==> src/rtl/pds_pkg.sv <==
// constants, modes and the control word layout of the divider select block
// assumes a 100 MHz system clock that oversamples every pin
package pds_pkg;

  localparam int          PDS_SYS_CLK_MHZ  = 100;
  localparam int          PDS_ADDR_W       = 8;
  localparam int          PDS_WORD_W       = 24;
  localparam int          PDS_CNT_W        = 5;
  localparam logic [4:0]  PDS_FRAME_BITS   = 5'h18;
  localparam int          PDS_SWALLOW_W    = 16;
  localparam int          PDS_DIRECT_W     = 12;
  localparam int          PDS_PIN_N        = 5;

  // address bytes as shifted in, first bit into bit 0
  localparam logic [7:0]  PDS_ADDR_IN1     = 8'h28;
  localparam logic [7:0]  PDS_ADDR_IN2     = 8'h29;
  localparam logic [7:0]  PDS_ADDR_OUT     = 8'h2a;

  localparam logic [15:0] PDS_SWALLOW_MIN  = 16'h0110;
  localparam logic [11:0] PDS_DIRECT_MIN   = 12'h004;

  // field positions inside the 24-bit words
  localparam int          PDS_DIVISOR_LSB  = 0;
  localparam int          PDS_SEL_BIT      = 16;
  localparam int          PDS_MODE_BIT     = 17;
  localparam int          PDS_OCS_LSB      = 0;

  localparam logic [23:0] PDS_WORD_RST     = 24'h000000;
  localparam logic [7:0]  PDS_ADDR_RST     = 8'h00;

  // output content select codes
  localparam logic [2:0]  PDS_OCS_IN1      = 3'h0;
  localparam logic [2:0]  PDS_OCS_IN2      = 3'h1;
  localparam logic [2:0]  PDS_OCS_TICKS    = 3'h2;

  // pin order in the synchroniser vector
  localparam int          PDS_PIN_CE       = 0;
  localparam int          PDS_PIN_CL       = 1;
  localparam int          PDS_PIN_DI       = 2;
  localparam int          PDS_PIN_HB       = 3;
  localparam int          PDS_PIN_LB       = 4;

  typedef enum logic [3:0] {
    PDS_IDLE = 4'h1,
    PDS_IN1  = 4'h2,
    PDS_IN2  = 4'h4,
    PDS_OUT  = 4'h8
  } pds_mode_e;

  typedef struct packed {
    logic [15:0] divisor;
    logic        divider_input_select;
    logic        low_band_divider_mode;
  } pds_cfg_s;

endpackage : pds_pkg

==> src/rtl/pds_top.sv <==
// divider input select, prescaler, divider chain and three-wire serial port
// assumes all pins are asynchronous and slow against sys_clk_i
// Function
// - select bit 1 feeds the high-band input into the divider chain.
// - high band passes a divide-by-two prescaler, so the total ratio is twice the setting.
// - select bit 0 feeds the low-band input into the divider chain instead.
// - low band with mode bit 1 drives the swallow counter directly at the set ratio.
// - low band with mode bit 0 drives a 12-bit direct divider at the set ratio.
// - the controller's serial clock times every input bit and every output bit after the first, which enable rise presents.
// - control bits arrive on the serial input line as configuration data.
// - the serial output line returns the word chosen by the output content select field.
// - reset puts all logic into a defined state before any configuration arrives.
// - an eight-bit address before each transfer picks input mode one, two or output.
// - each input mode takes exactly twenty-four data bits after the address.
// - output mode shifts one bit per serial clock for as long as clocks come.
`timescale 1ns/100ps
module pds_top
  import pds_pkg::*;
(
  input  wire logic        sys_clk_i,
  input  wire logic        rst_b_i,
  input  wire logic        enable_line_i,
  input  wire logic        serial_clock_line_i,
  input  wire logic        serial_input_line_i,
  input  wire logic        high_band_lo_input_i,
  input  wire logic        low_band_lo_input_i,
  output logic             serial_output_line_o,
  output logic             serial_output_oe_b_o,
  output logic             divided_o,
  output logic             divider_input_select_o,
  output logic             low_band_divider_mode_o,
  output logic [15:0]      divisor_o
);

  logic [PDS_PIN_N-1:0]  pin_w;
  logic [PDS_PIN_N-1:0]  meta_r;
  logic [PDS_PIN_N-1:0]  sync_r;
  logic [PDS_PIN_N-1:0]  dly_r;
  logic [PDS_PIN_N-1:0]  rise_w;
  logic [PDS_PIN_N-1:0]  fall_w;

  logic                  ce_w;
  logic                  di_w;
  logic                  ce_rise_w;
  logic                  ce_fall_w;
  logic                  cl_rise_w;
  logic                  cl_fall_w;

  pds_mode_e             mode_r;
  pds_mode_e             mode_nxt;
  pds_mode_e             addr_mode_w;
  logic [7:0]            addr_r;
  logic [PDS_CNT_W-1:0]  cnt_r;
  logic [23:0]           shift_r;
  logic [23:0]           in1_r;
  logic [23:0]           in2_r;
  logic [23:0]           out_r;
  logic [23:0]           out_word_w;
  logic [23:0]           ticks_r;
  logic                  in_mode_w;
  logic                  take_bit_w;
  logic                  commit_w;
  logic [2:0]            ocs_w;

  pds_cfg_s              cfg_w;
  logic                  pres_r;
  logic                  pres_pulse_w;
  logic                  sw_pulse_w;
  logic                  dir_pulse_w;
  logic                  sw_tick_w;
  logic                  dir_tick_w;
  logic                  div_nxt;
  logic [15:0]           sw_ratio_w;
  logic [11:0]           dir_ratio_w;

  // two-stage synchronisers, edges taken from the second stage only
  assign pin_w[PDS_PIN_CE] = enable_line_i;
  assign pin_w[PDS_PIN_CL] = serial_clock_line_i;
  assign pin_w[PDS_PIN_DI] = serial_input_line_i;
  assign pin_w[PDS_PIN_HB] = high_band_lo_input_i;
  assign pin_w[PDS_PIN_LB] = low_band_lo_input_i;

  always_ff @(posedge sys_clk_i) begin
    if (!rst_b_i) begin
      meta_r <= '0;
      sync_r <= '0;
      dly_r  <= '0;
    end else begin
      meta_r <= pin_w;
      sync_r <= meta_r;
      dly_r  <= sync_r;
    end
  end

  assign rise_w    = sync_r & ~dly_r;
  assign fall_w    = ~sync_r & dly_r;
  assign ce_w      = sync_r[PDS_PIN_CE];
  assign di_w      = sync_r[PDS_PIN_DI];
  assign ce_rise_w = rise_w[PDS_PIN_CE];
  assign ce_fall_w = fall_w[PDS_PIN_CE];
  // serial clock rise times each input bit and its fall each output bit after the first, which enable rise sets up
  assign cl_rise_w = rise_w[PDS_PIN_CL];
  assign cl_fall_w = fall_w[PDS_PIN_CL];

  // address decode taken at enable rise; unknown addresses stay idle
  assign addr_mode_w = (addr_r == PDS_ADDR_IN1) ? PDS_IN1 :
                       (addr_r == PDS_ADDR_IN2) ? PDS_IN2 :
                       (addr_r == PDS_ADDR_OUT) ? PDS_OUT : PDS_IDLE;

  // enable fall always ends the transfer, so a short frame cannot linger
  assign mode_nxt = ce_fall_w ? PDS_IDLE :
                    ce_rise_w ? addr_mode_w : mode_r;

  always_comb begin
    in_mode_w = 1'b0;
    unique case (mode_r)
      PDS_IDLE: in_mode_w = 1'b0;
      PDS_IN1:  in_mode_w = 1'b1;
      PDS_IN2:  in_mode_w = 1'b1;
      PDS_OUT:  in_mode_w = 1'b0;
    endcase
  end

  // bits past the 24th are ignored rather than shifting the word
  assign take_bit_w = in_mode_w && ce_w && cl_rise_w && (cnt_r < PDS_FRAME_BITS);
  assign commit_w   = ce_fall_w && in_mode_w && (cnt_r == PDS_FRAME_BITS);

  always_ff @(posedge sys_clk_i) begin
    if (!rst_b_i) begin
      mode_r <= PDS_IDLE;
      addr_r <= PDS_ADDR_RST;
    end else begin
      mode_r <= mode_nxt;
      if (!ce_w && cl_rise_w) begin
        addr_r <= {di_w, addr_r[7:1]};
      end
    end
  end

  always_ff @(posedge sys_clk_i) begin
    if (!rst_b_i) begin
      cnt_r   <= '0;
      shift_r <= PDS_WORD_RST;
    end else if (ce_rise_w) begin
      cnt_r   <= '0;
    end else if (take_bit_w) begin
      cnt_r   <= cnt_r + 5'h01;
      shift_r <= {di_w, shift_r[23:1]};
    end
  end

  always_ff @(posedge sys_clk_i) begin
    if (!rst_b_i) begin
      in1_r <= PDS_WORD_RST;
      in2_r <= PDS_WORD_RST;
    end else if (commit_w) begin
      if (mode_r == PDS_IN1) begin
        in1_r <= shift_r;
      end else begin
        in2_r <= shift_r;
      end
    end
  end

  // output word chosen by the content select field of input word two
  assign ocs_w      = in2_r[PDS_OCS_LSB +: 3];
  assign out_word_w = (ocs_w == PDS_OCS_IN1)   ? in1_r :
                      (ocs_w == PDS_OCS_IN2)   ? in2_r :
                      (ocs_w == PDS_OCS_TICKS) ? ticks_r : PDS_WORD_RST;

  // first bit stands from enable rise, later bits move on each clock fall
  always_ff @(posedge sys_clk_i) begin
    if (!rst_b_i) begin
      out_r <= PDS_WORD_RST;
    end else if (ce_rise_w && (addr_mode_w == PDS_OUT)) begin
      out_r <= out_word_w;
    end else if ((mode_r == PDS_OUT) && cl_fall_w) begin
      out_r <= {1'b0, out_r[23:1]};
    end
  end

  // idle level is high so the released line and the driven line agree
  assign serial_output_line_o = (mode_r == PDS_OUT) ? out_r[0] : 1'b1;
  assign serial_output_oe_b_o = (mode_r != PDS_OUT);

  // divider chain
  assign cfg_w.divisor               = in1_r[PDS_DIVISOR_LSB +: 16];
  assign cfg_w.divider_input_select  = in1_r[PDS_SEL_BIT];
  assign cfg_w.low_band_divider_mode = in1_r[PDS_MODE_BIT];

  assign divisor_o               = cfg_w.divisor;
  assign divider_input_select_o  = cfg_w.divider_input_select;
  assign low_band_divider_mode_o = cfg_w.low_band_divider_mode;

  // settings under the documented minimum are clamped to it
  assign sw_ratio_w  = (cfg_w.divisor < PDS_SWALLOW_MIN) ? PDS_SWALLOW_MIN : cfg_w.divisor;
  assign dir_ratio_w = (cfg_w.divisor[11:0] < PDS_DIRECT_MIN) ? PDS_DIRECT_MIN
                                                               : cfg_w.divisor[11:0];

  assign pres_pulse_w = rise_w[PDS_PIN_HB] && pres_r;
  assign sw_pulse_w   = cfg_w.divider_input_select ? pres_pulse_w :
                        (cfg_w.low_band_divider_mode && rise_w[PDS_PIN_LB]);
  assign dir_pulse_w  = !cfg_w.divider_input_select && !cfg_w.low_band_divider_mode &&
                        rise_w[PDS_PIN_LB];
  assign div_nxt      = (cfg_w.divider_input_select || cfg_w.low_band_divider_mode) ?
                        sw_tick_w : dir_tick_w;

  always_ff @(posedge sys_clk_i) begin
    if (!rst_b_i) begin
      pres_r    <= 1'b0;
      divided_o <= 1'b0;
      ticks_r   <= PDS_WORD_RST;
    end else begin
      if (rise_w[PDS_PIN_HB]) begin
        pres_r <= ~pres_r;
      end
      divided_o <= div_nxt;
      if (div_nxt) begin
        ticks_r <= ticks_r + 24'h000001;
      end
    end
  end

  pds_div #(
    .W         (PDS_SWALLOW_W)
  ) u_swallow (
    .sys_clk_i (sys_clk_i),
    .rst_b_i   (rst_b_i),
    .pulse_i   (sw_pulse_w),
    .ratio_i   (sw_ratio_w),
    .tick_o    (sw_tick_w)
  );

  pds_div #(
    .W         (PDS_DIRECT_W)
  ) u_direct (
    .sys_clk_i (sys_clk_i),
    .rst_b_i   (rst_b_i),
    .pulse_i   (dir_pulse_w),
    .ratio_i   (dir_ratio_w),
    .tick_o    (dir_tick_w)
  );

endmodule : pds_top

==> src/rtl/pds_div.sv <==
// programmable counter: one tick per ratio_i input pulses
// assumes input pulses are one system clock wide and ratio_i is at least 1
`timescale 1ns/100ps
module pds_div #(
  parameter int W = 16
) (
  input  wire logic         sys_clk_i,
  input  wire logic         rst_b_i,
  input  wire logic         pulse_i,
  input  wire logic [W-1:0] ratio_i,
  output logic              tick_o
);

  logic [W-1:0] cnt_r;
  logic [W-1:0] last_w;
  logic         wrap_w;

  // compare with >= so a ratio lowered mid-count still wraps
  assign last_w = ratio_i - {{(W-1){1'b0}}, 1'b1};
  assign wrap_w = pulse_i && (cnt_r >= last_w);

  always_ff @(posedge sys_clk_i) begin
    if (!rst_b_i) begin
      cnt_r  <= '0;
      tick_o <= 1'b0;
    end else begin
      tick_o <= wrap_w;
      if (wrap_w) begin
        cnt_r <= '0;
      end else if (pulse_i) begin
        cnt_r <= cnt_r + {{(W-1){1'b0}}, 1'b1};
      end
    end
  end

endmodule : pds_div

==> config.mk <==
export PLATFORM = sky130hd
export DESIGN_NAME = pds_top
export DESIGN_NICKNAME = d
export VERILOG_FILES = /design/src/rtl/pds_pkg.sv /design/src/rtl/pds_top.sv /design/src/rtl/pds_div.sv
export SDC_FILE = /design/constraint.sdc
export NUM_CORES = 1
export LEC_CHECK = 0
export ABC_CLOCK_PERIOD_IN_PS = 6800
export BUFFER_PORTS_ARGS = -buffer_cell sky130_fd_sc_hd__buf_2
export CORE_MARGIN = 4
export CORE_UTILIZATION = 60
export DETAILED_ROUTE_END_ITERATION = 16
export PLACE_DENSITY = 0.81
export SYNTH_ARGS = -nofsm -noshare
export SYNTH_HDL_FRONTEND = slang
export SYNTH_SLANG_ARGS = --single-unit
==> constraint.sdc <==
create_clock -name sys_clk_i -period 6.8 [get_ports sys_clk_i]
set_input_delay 1.36 -clock sys_clk_i [delete_from_list [all_inputs] [get_ports sys_clk_i]]
set_output_delay 1.36 -clock sys_clk_i [all_outputs]
set_load 0.05 [all_outputs]
==> After elaboration in Yosys (flattened, before gate mapping) <==
Cells that the tools add are included.
{ "word_totals": {"register_bits": 184, "latchBits": 0, "mem_bits_rw": 0, "rom_bits": 0, "in_bits": 7, "output_inout_bits": 21, "mem_count": 0} }
{ "op_classes": {"n_addsub": 6, "n_mul": 0, "n_div": 0, "order_cmp": 5, "n_eq_ne": 12, "shifts": 0, "muxes": 14, "bitwise": 8, "reduce_logical": 29} }
{ "ops": {"columns": ["operator", "count"], "rows": [
  ["$mux W24", 5],
  ["$add A24 B1 Y24 const B", 1],
  ["$eq A8 B6 Y1 const B", 3],
  ["$add A16 B1 Y16 const B", 1],
  ["$ge A16 B16 Y1", 1],
  ["$lt A16 B9 Y1 const B", 1],
  ["$mux W16", 1],
  ["$sub A16 B1 Y16 const B", 1],
  ["$logic_and A1 B1 Y1", 14],
  ["$add A12 B1 Y12 const B", 1],
  ["$ge A12 B12 Y1", 1],
  ["$lt A12 B3 Y1 const B", 1],
  ["$mux W12", 1],
  ["$mux W4", 3],
  ["$reduce_or A2 Y1", 6],
  ["$sub A12 B1 Y12 const B", 1],
  ["$eq A4 B4 Y1 const B", 2],
  ["$reduce_and A2 Y1", 3],
  ["$add A5 B1 Y5 const B", 1],
  ["$and A5 B5 Y5", 1],
  ["$eq A5 B5 Y1 const B", 1],
  ["$lt A5 B5 Y1 const B", 1],
  ["$not A5 Y5", 1],
  ["$eq A4 B1 Y1 const B", 1],
  ["other kinds (14)", 21]
]} }

==> Logic depth before layout (Yosys ltp) <==
{ "logic_depth": {"depth_word": 7, "mapped_depth": 16} }

==> Hierarchy <==
A second synthesis with hierarchy kept.
{ "hier_totals": {"hier_cells": 1083, "area_unflattened_um2": 9404.0} }
{ "by_module_without_submodules": {"columns": ["mod", "instances", "cells_per_inst", "area_each_um2", "seq_area_each_um2"], "rows": [
  ["pds_top", 1, 806, 7094.3, 3062.9],
  ["pds_div at u_swallow", 1, 159, 1313.8, 340.3],
  ["pds_div at u_direct", 1, 118, 996.0, 260.2]
]} }

==> Least setup slack after synthesis <==
Ideal clock, no wire load.
{ "synth_timing": {"path_type": "register -> register", "from": "register in1_r[4]", "to": "register u_swallow.cnt_r[10]", "setup_time_ns": 0.065, "arrival_time_ns": 3.544, "t_required_ns": 6.735, "path_slack_ns": 3.191, "path_stages_with_launch": 17, "path_buffers": 2, "cell_sequence": "dfxtp_1 -> clkbuf_1 -> or4_1 -> nand2_1 -> nand2_1 -> nand2_1 -> ha_1 -> and3_1 -> nand3_1 -> xor2_1 -> ha_1 -> o21ai_0 -> nor2_1 -> o311ai_0 -> o211ai_1 -> clkbuf_1 -> nor2_1"} }
{ "synth_via": {"elab_chain_cells": 6} }
{ "synth_rtl": {"columns": ["element", "line", "text"], "rows": [
  ["from (decl)", "pds_top.sv:55", "logic [23:0] in1_r;"],
  ["from (signal assigned)", "pds_top.sv:158", "in1_r <= shift_r;"],
  ["$lt A16 B9 Y1", "pds_top.sv:196", "assign sw_ratio_w = (cfg_w.divisor < PDS_SWALLOW_MIN) ? PDS_SWALLOW_MIN : cfg_w.divisor;"],
  ["$mux W16 *", "pds_top.sv:196", null],
  ["$sub A16 B1 Y16 *", "pds_div.sv:19", "assign last_w = ratio_i - {{(W-1){1'b0}}, 1'b1};"],
  ["$ge A16 B16 Y1 *", "pds_div.sv:20", "assign wrap_w = pulse_i && (cnt_r >= last_w);"],
  ["$logic_and A1 B1 Y1 *", "pds_div.sv:20", null],
  ["$reduce_or A2 Y1 (no line) *", null, null],
  ["to (signal assigned)", "pds_div.sv:31", "cnt_r <= cnt_r + {{(W-1){1'b0}}, 1'b1};"],
  ["to (decl)", "pds_div.sv:14", "logic [W-1:0] cnt_r;"]
]} }
Every way passes the cells marked *; elsewhere a longest branch is shown, timed or not.
A chain may end at the register's enable or synchronous reset.

==> Worst setup path after layout <==
{ "layout_timing": {"from": "register in1_r[12]", "to": "register u_swallow.cnt_r[15]"} }
The elaborated chain is that of the path after synthesis.

==> implementation parameters <==
Parameter                              Value

STA
  Max Slew Vio Count ... 0
  Final setup viols ... 0
  Relative max-transition margin ... 23.64%
  Setup repair after global routing missed its margin ... false
  Post-route worst hold slack ... 433.5 ps
  Endpoints failing hold ... 0
  Time the final worst path needs with I/O delays and setup ... 4320 ps
  Setup_tns ... 0 ps
  Achievable Freq ... 231.5 MHz
  Final worst clock skew ... 12.71 ps
  Portion of the clock cycle consumed by the worst path in the final layout ... 63.53%
  Worst Max-Slew Pin Slew ... 1140 ps

Detailed routing
  Routed vias ... 7,164
  Wire per inst ... 16.09 um
  Remaining routing DRC violations ... 0
  DR iter-0 viols ... 573
  Via density per instance ... 5.806
  Detailed-router iteration count before antenna repair ... 5
  Number of nets with antenna violations after routing ... 0
  Total routed wirelength ... 19,850 um

Yosys
  Prevailing post-synth register cell ... dfxtp_1
  Share of synthesized registers carrying an async set or reset ... 0%
  Post-synthesis cell area ... 9240 sq um
  Cell variety after synth ... 53
  Sequential area share after synthesis ... 39.65%
  Synth Register Bits ... 183
  Post-synthesis average cell area ... 8.758 sq um
  Number of warnings printed during yosys synthesis ... 0
  Post-Synthesis Cells ... 1,055
  Syn_nets ... 1,097
  Number of enable flip-flop cells after synthesis ... 0

Clocking
  Count of hold buffers inserted by post-cts repair ... 0
  Clock transition at path regs ... 70 ps
  Maximum level of the CTS H-tree ... 4
  Clock latency of the later-clocked register in the worst-skew pair ... 440 ps
  CTS tree ... built
  Clock tree buffer depth ... 2
  Clock Sink Count ... 183
  CTS Root Buffer Type ... clkbuf_16
  # resized after CTS ... 0
  CTS buffer count ... 17
  Buffer count from post-CTS setup fixing ... 0

Die
  Width of the die ... 132.1 um
  Height of the die ... 132.1 um
  Area of the core ... 15,150 sq um
  Initial core utilization ... 61.01%
  Num ports ... 28
  Core Rows ... 45
  DIE AREA ... 17,450 sq um

Final layout
  Post-synthesis to final-layout area growth ... 7.217%
  Multi-input gate area ... 5171 sq um
  Layout fillers ... 1,207
  # diodes ... 0
  Fraction of layout cells with a size suffix above 1 ... 7.266%
  Final nets ... 1,075
  Number of cells in the finished layout apart from fillers ... 1,234
  Seq. cell area ... 3664 sq um

Worst setup path
  Crit path arrival time ... 4600 ps
  Critical path required time ... 7080 ps
  Crit. End Element ... flop
  Critical path origin ... in1_r[12]
  Worst flop-to-flop path startpoint ... in1_r[12]
  Capture point of the critical path ... u_swallow.cnt_r[15]
  R2r worst-path depth ... 14
  R2r setup slk ... 2480 ps
  R2R Path End ... u_swallow.cnt_r[15]
  Critical path launch point type ... flop
  Critical path class ... reg2reg
  Maximum fanout along the worst path ... 16

Placed design
  Number of placed instances, taps included ... 1,202
  Number of port buffers ... 27
  Final HPWL DP ... 13,300 um
  Placer Congestion ... 0.8695

Worst hold path
  Tightest Hold Check Type ... reg2reg
  Worst hold path stage count ... 1
  Worst hold start ... meta_r[4]

Flow run
  Number of maximum-capacitance constraint violations ... 0

Global route
  GRT Util Overall ... 23.54%
  Maximum number of pins on one net before global-route repair ... 106
  Wire length of the first global-routing pass ... 34,010 um
  Total overflow reported by the global router ... 0
  Antenna violations before repair ... 0
  Number of global-route vias before repair ... 6,866

Status
  Status ... complete, no violations

Pwr
  Static leakage ... 4.161 nW
  Power density over the cells ... 211.5 nW/um^2
  Maximum vdd drop ... 0.1870 mV
-- flip-flops by register name (all words and copies together), names as in the netlist, 8 cells and up --
name             cells
in1_r               24
in2_r               24
out_r               24
shift_r             24
ticks_r             24
u_swallow.cnt_r     16
u_direct.cnt_r      12
addr_r               8
-- worst max-delay path, cell delays in order, from the launching register on --
cell and delay, ps:
dfxtp_1 390, nor4_1 560, and2_1 260, nand2_1 180, nand2_1 150, ha_1 270
and3_1 310, nand3_1 120, xor2_1 160, ha_1 300, o21ai_0 100, o21ai_0 210
nand3_1 120, o211ai_1 910, nor2_1 120
-- power by group --
| group | switching [mW] | internal, mW | leakage [nW] | total, mW |
|---|---|---|---|---|
| clock | 0.437 | 0.544 | 0.277 | 0.982 |
| sequential | 0.00298 | 1.08 | 1.48 | 1.08 |
| combinational | 0.0194 | 0.0151 | 2.41 | 0.0345 |
-- cell usage after synthesis, types with 2 or more instances --
library cell | n | area [sq um]
a211oi_1 | 2 | 15.01
a21boi_0 | 32 | 240.2
a21oi_1 | 39 | 195.2
a31oi_1 | 3 | 18.77
a41oi_1 | 2 | 17.52
and2_1 | 39 | 244.0
and3_1 | 4 | 25.02
and4_1 | 7 | 61.31
buf_1 | 5 | 18.77
buf_2 | 12 | 60.06
buf_4 | 16 | 120.1
clkbuf_1 | 44 | 165.2
dfxtp_1 | 183 | 3664
ha_1 | 35 | 437.9
inv_1 | 14 | 52.55
mux2i_1 | 106 | 1061
nand2_1 | 104 | 390.4
nand2b_1 | 4 | 25.02
nand3_1 | 21 | 105.1
nand3b_1 | 3 | 22.52
nand4_1 | 14 | 87.58
nor2_1 | 108 | 405.4
nor2b_1 | 64 | 400.4
nor3_1 | 38 | 190.2
nor3b_1 | 7 | 52.55
nor4_1 | 9 | 56.30
nor4b_1 | 2 | 17.52
o2111ai_1 | 2 | 17.52
o211ai_1 | 3 | 22.52
o21a_1 | 24 | 180.2
o21ai_0 | 20 | 100.1
o41ai_1 | 2 | 17.52
or2_2 | 2 | 12.51
or3_1 | 7 | 43.79
or4_1 | 2 | 15.01
xnor2_1 | 23 | 201.4
xor2_1 | 37 | 324.1
-- final cells by class --
cell class	count	area share (%)
Clock buffer	18	4.332
Timing Repair Buffer	36	2.071
Tap cell	188	2.374
Multi-Input combinational cell	781	52.20
Clock inverter	14	1.516
Sequential cell	183	36.98
Inverter	14	0.5304
-- how the worst min path moves through the flow --
stage / endpoint / slack, ps
detailed placement: sync_r[3] / 420
CTS: sync_r[4] / 440
global route: sync_r[4] / 460
global placement: sync_r[3] / 420
finish: sync_r[4] / 430
floorplan: sync_r[0] / 410
-- layout by cell type, fill, tap and decap left out, types with 10 or more instances in the layout --
master | synthesis | layout
a21boi_0 | 32 | 32
a21oi_1 | 39 | 39
and2_1 | 39 | 40
buf_2 | 12 | 26
buf_4 | 16 | 10
clkbuf_16 | 0 | 17
dfxtp_1 | 183 | 183
ha_1 | 35 | 35
inv_1 | 14 | 14
mux2i_1 | 106 | 106
nand2_1 | 104 | 104
nand3_1 | 21 | 21
nand4_1 | 14 | 14
nor2_1 | 108 | 107
nor2b_1 | 64 | 64
nor3_1 | 38 | 38
o21a_1 | 24 | 24
o21ai_0 | 20 | 20
xnor2_1 | 23 | 23
xor2_1 | 37 | 37
-- kinds of logic after synthesis --
logic type                 count (synthesis)  synth area share [%]
AOI/OAI and AO/OA                        136                 9.601
xor gates and xnor gates                  60                 5.687
adders and majority gates                 35                 4.739
buffers and inverters                     91                 4.509
DFF                                      183                 39.65
muxes                                    106                 11.48
and+or+nand+nor                          444                 24.33
-- metal layers --
metal | global-route usage (%) | up-vias | part of all wire [%]
li1 | - | 3551 | -
met1 | 32.14 | 3398 | 47
met2 | 35.80 | 167 | 45
met3 | 5.534 | 48 | 4.5
met4 | 10.04 | 0 | 3.2
met5 | 0 | - | 0
-- through the flow --
step	instance area [sq um]	total power, mW	setup slack [ps]	util, %
floorplan	9240	1.130	3191	-
global route	9907	2.153	1968	65.41
detailed placement	9328	1.138	2490	61.59
global placement	9328	1.138	2732	61.59
CTS	9907	2.106	2476	65.41
finish	9907	2.095	2480	65.41
Note: power is estimated with default switching activity, not from simulation.
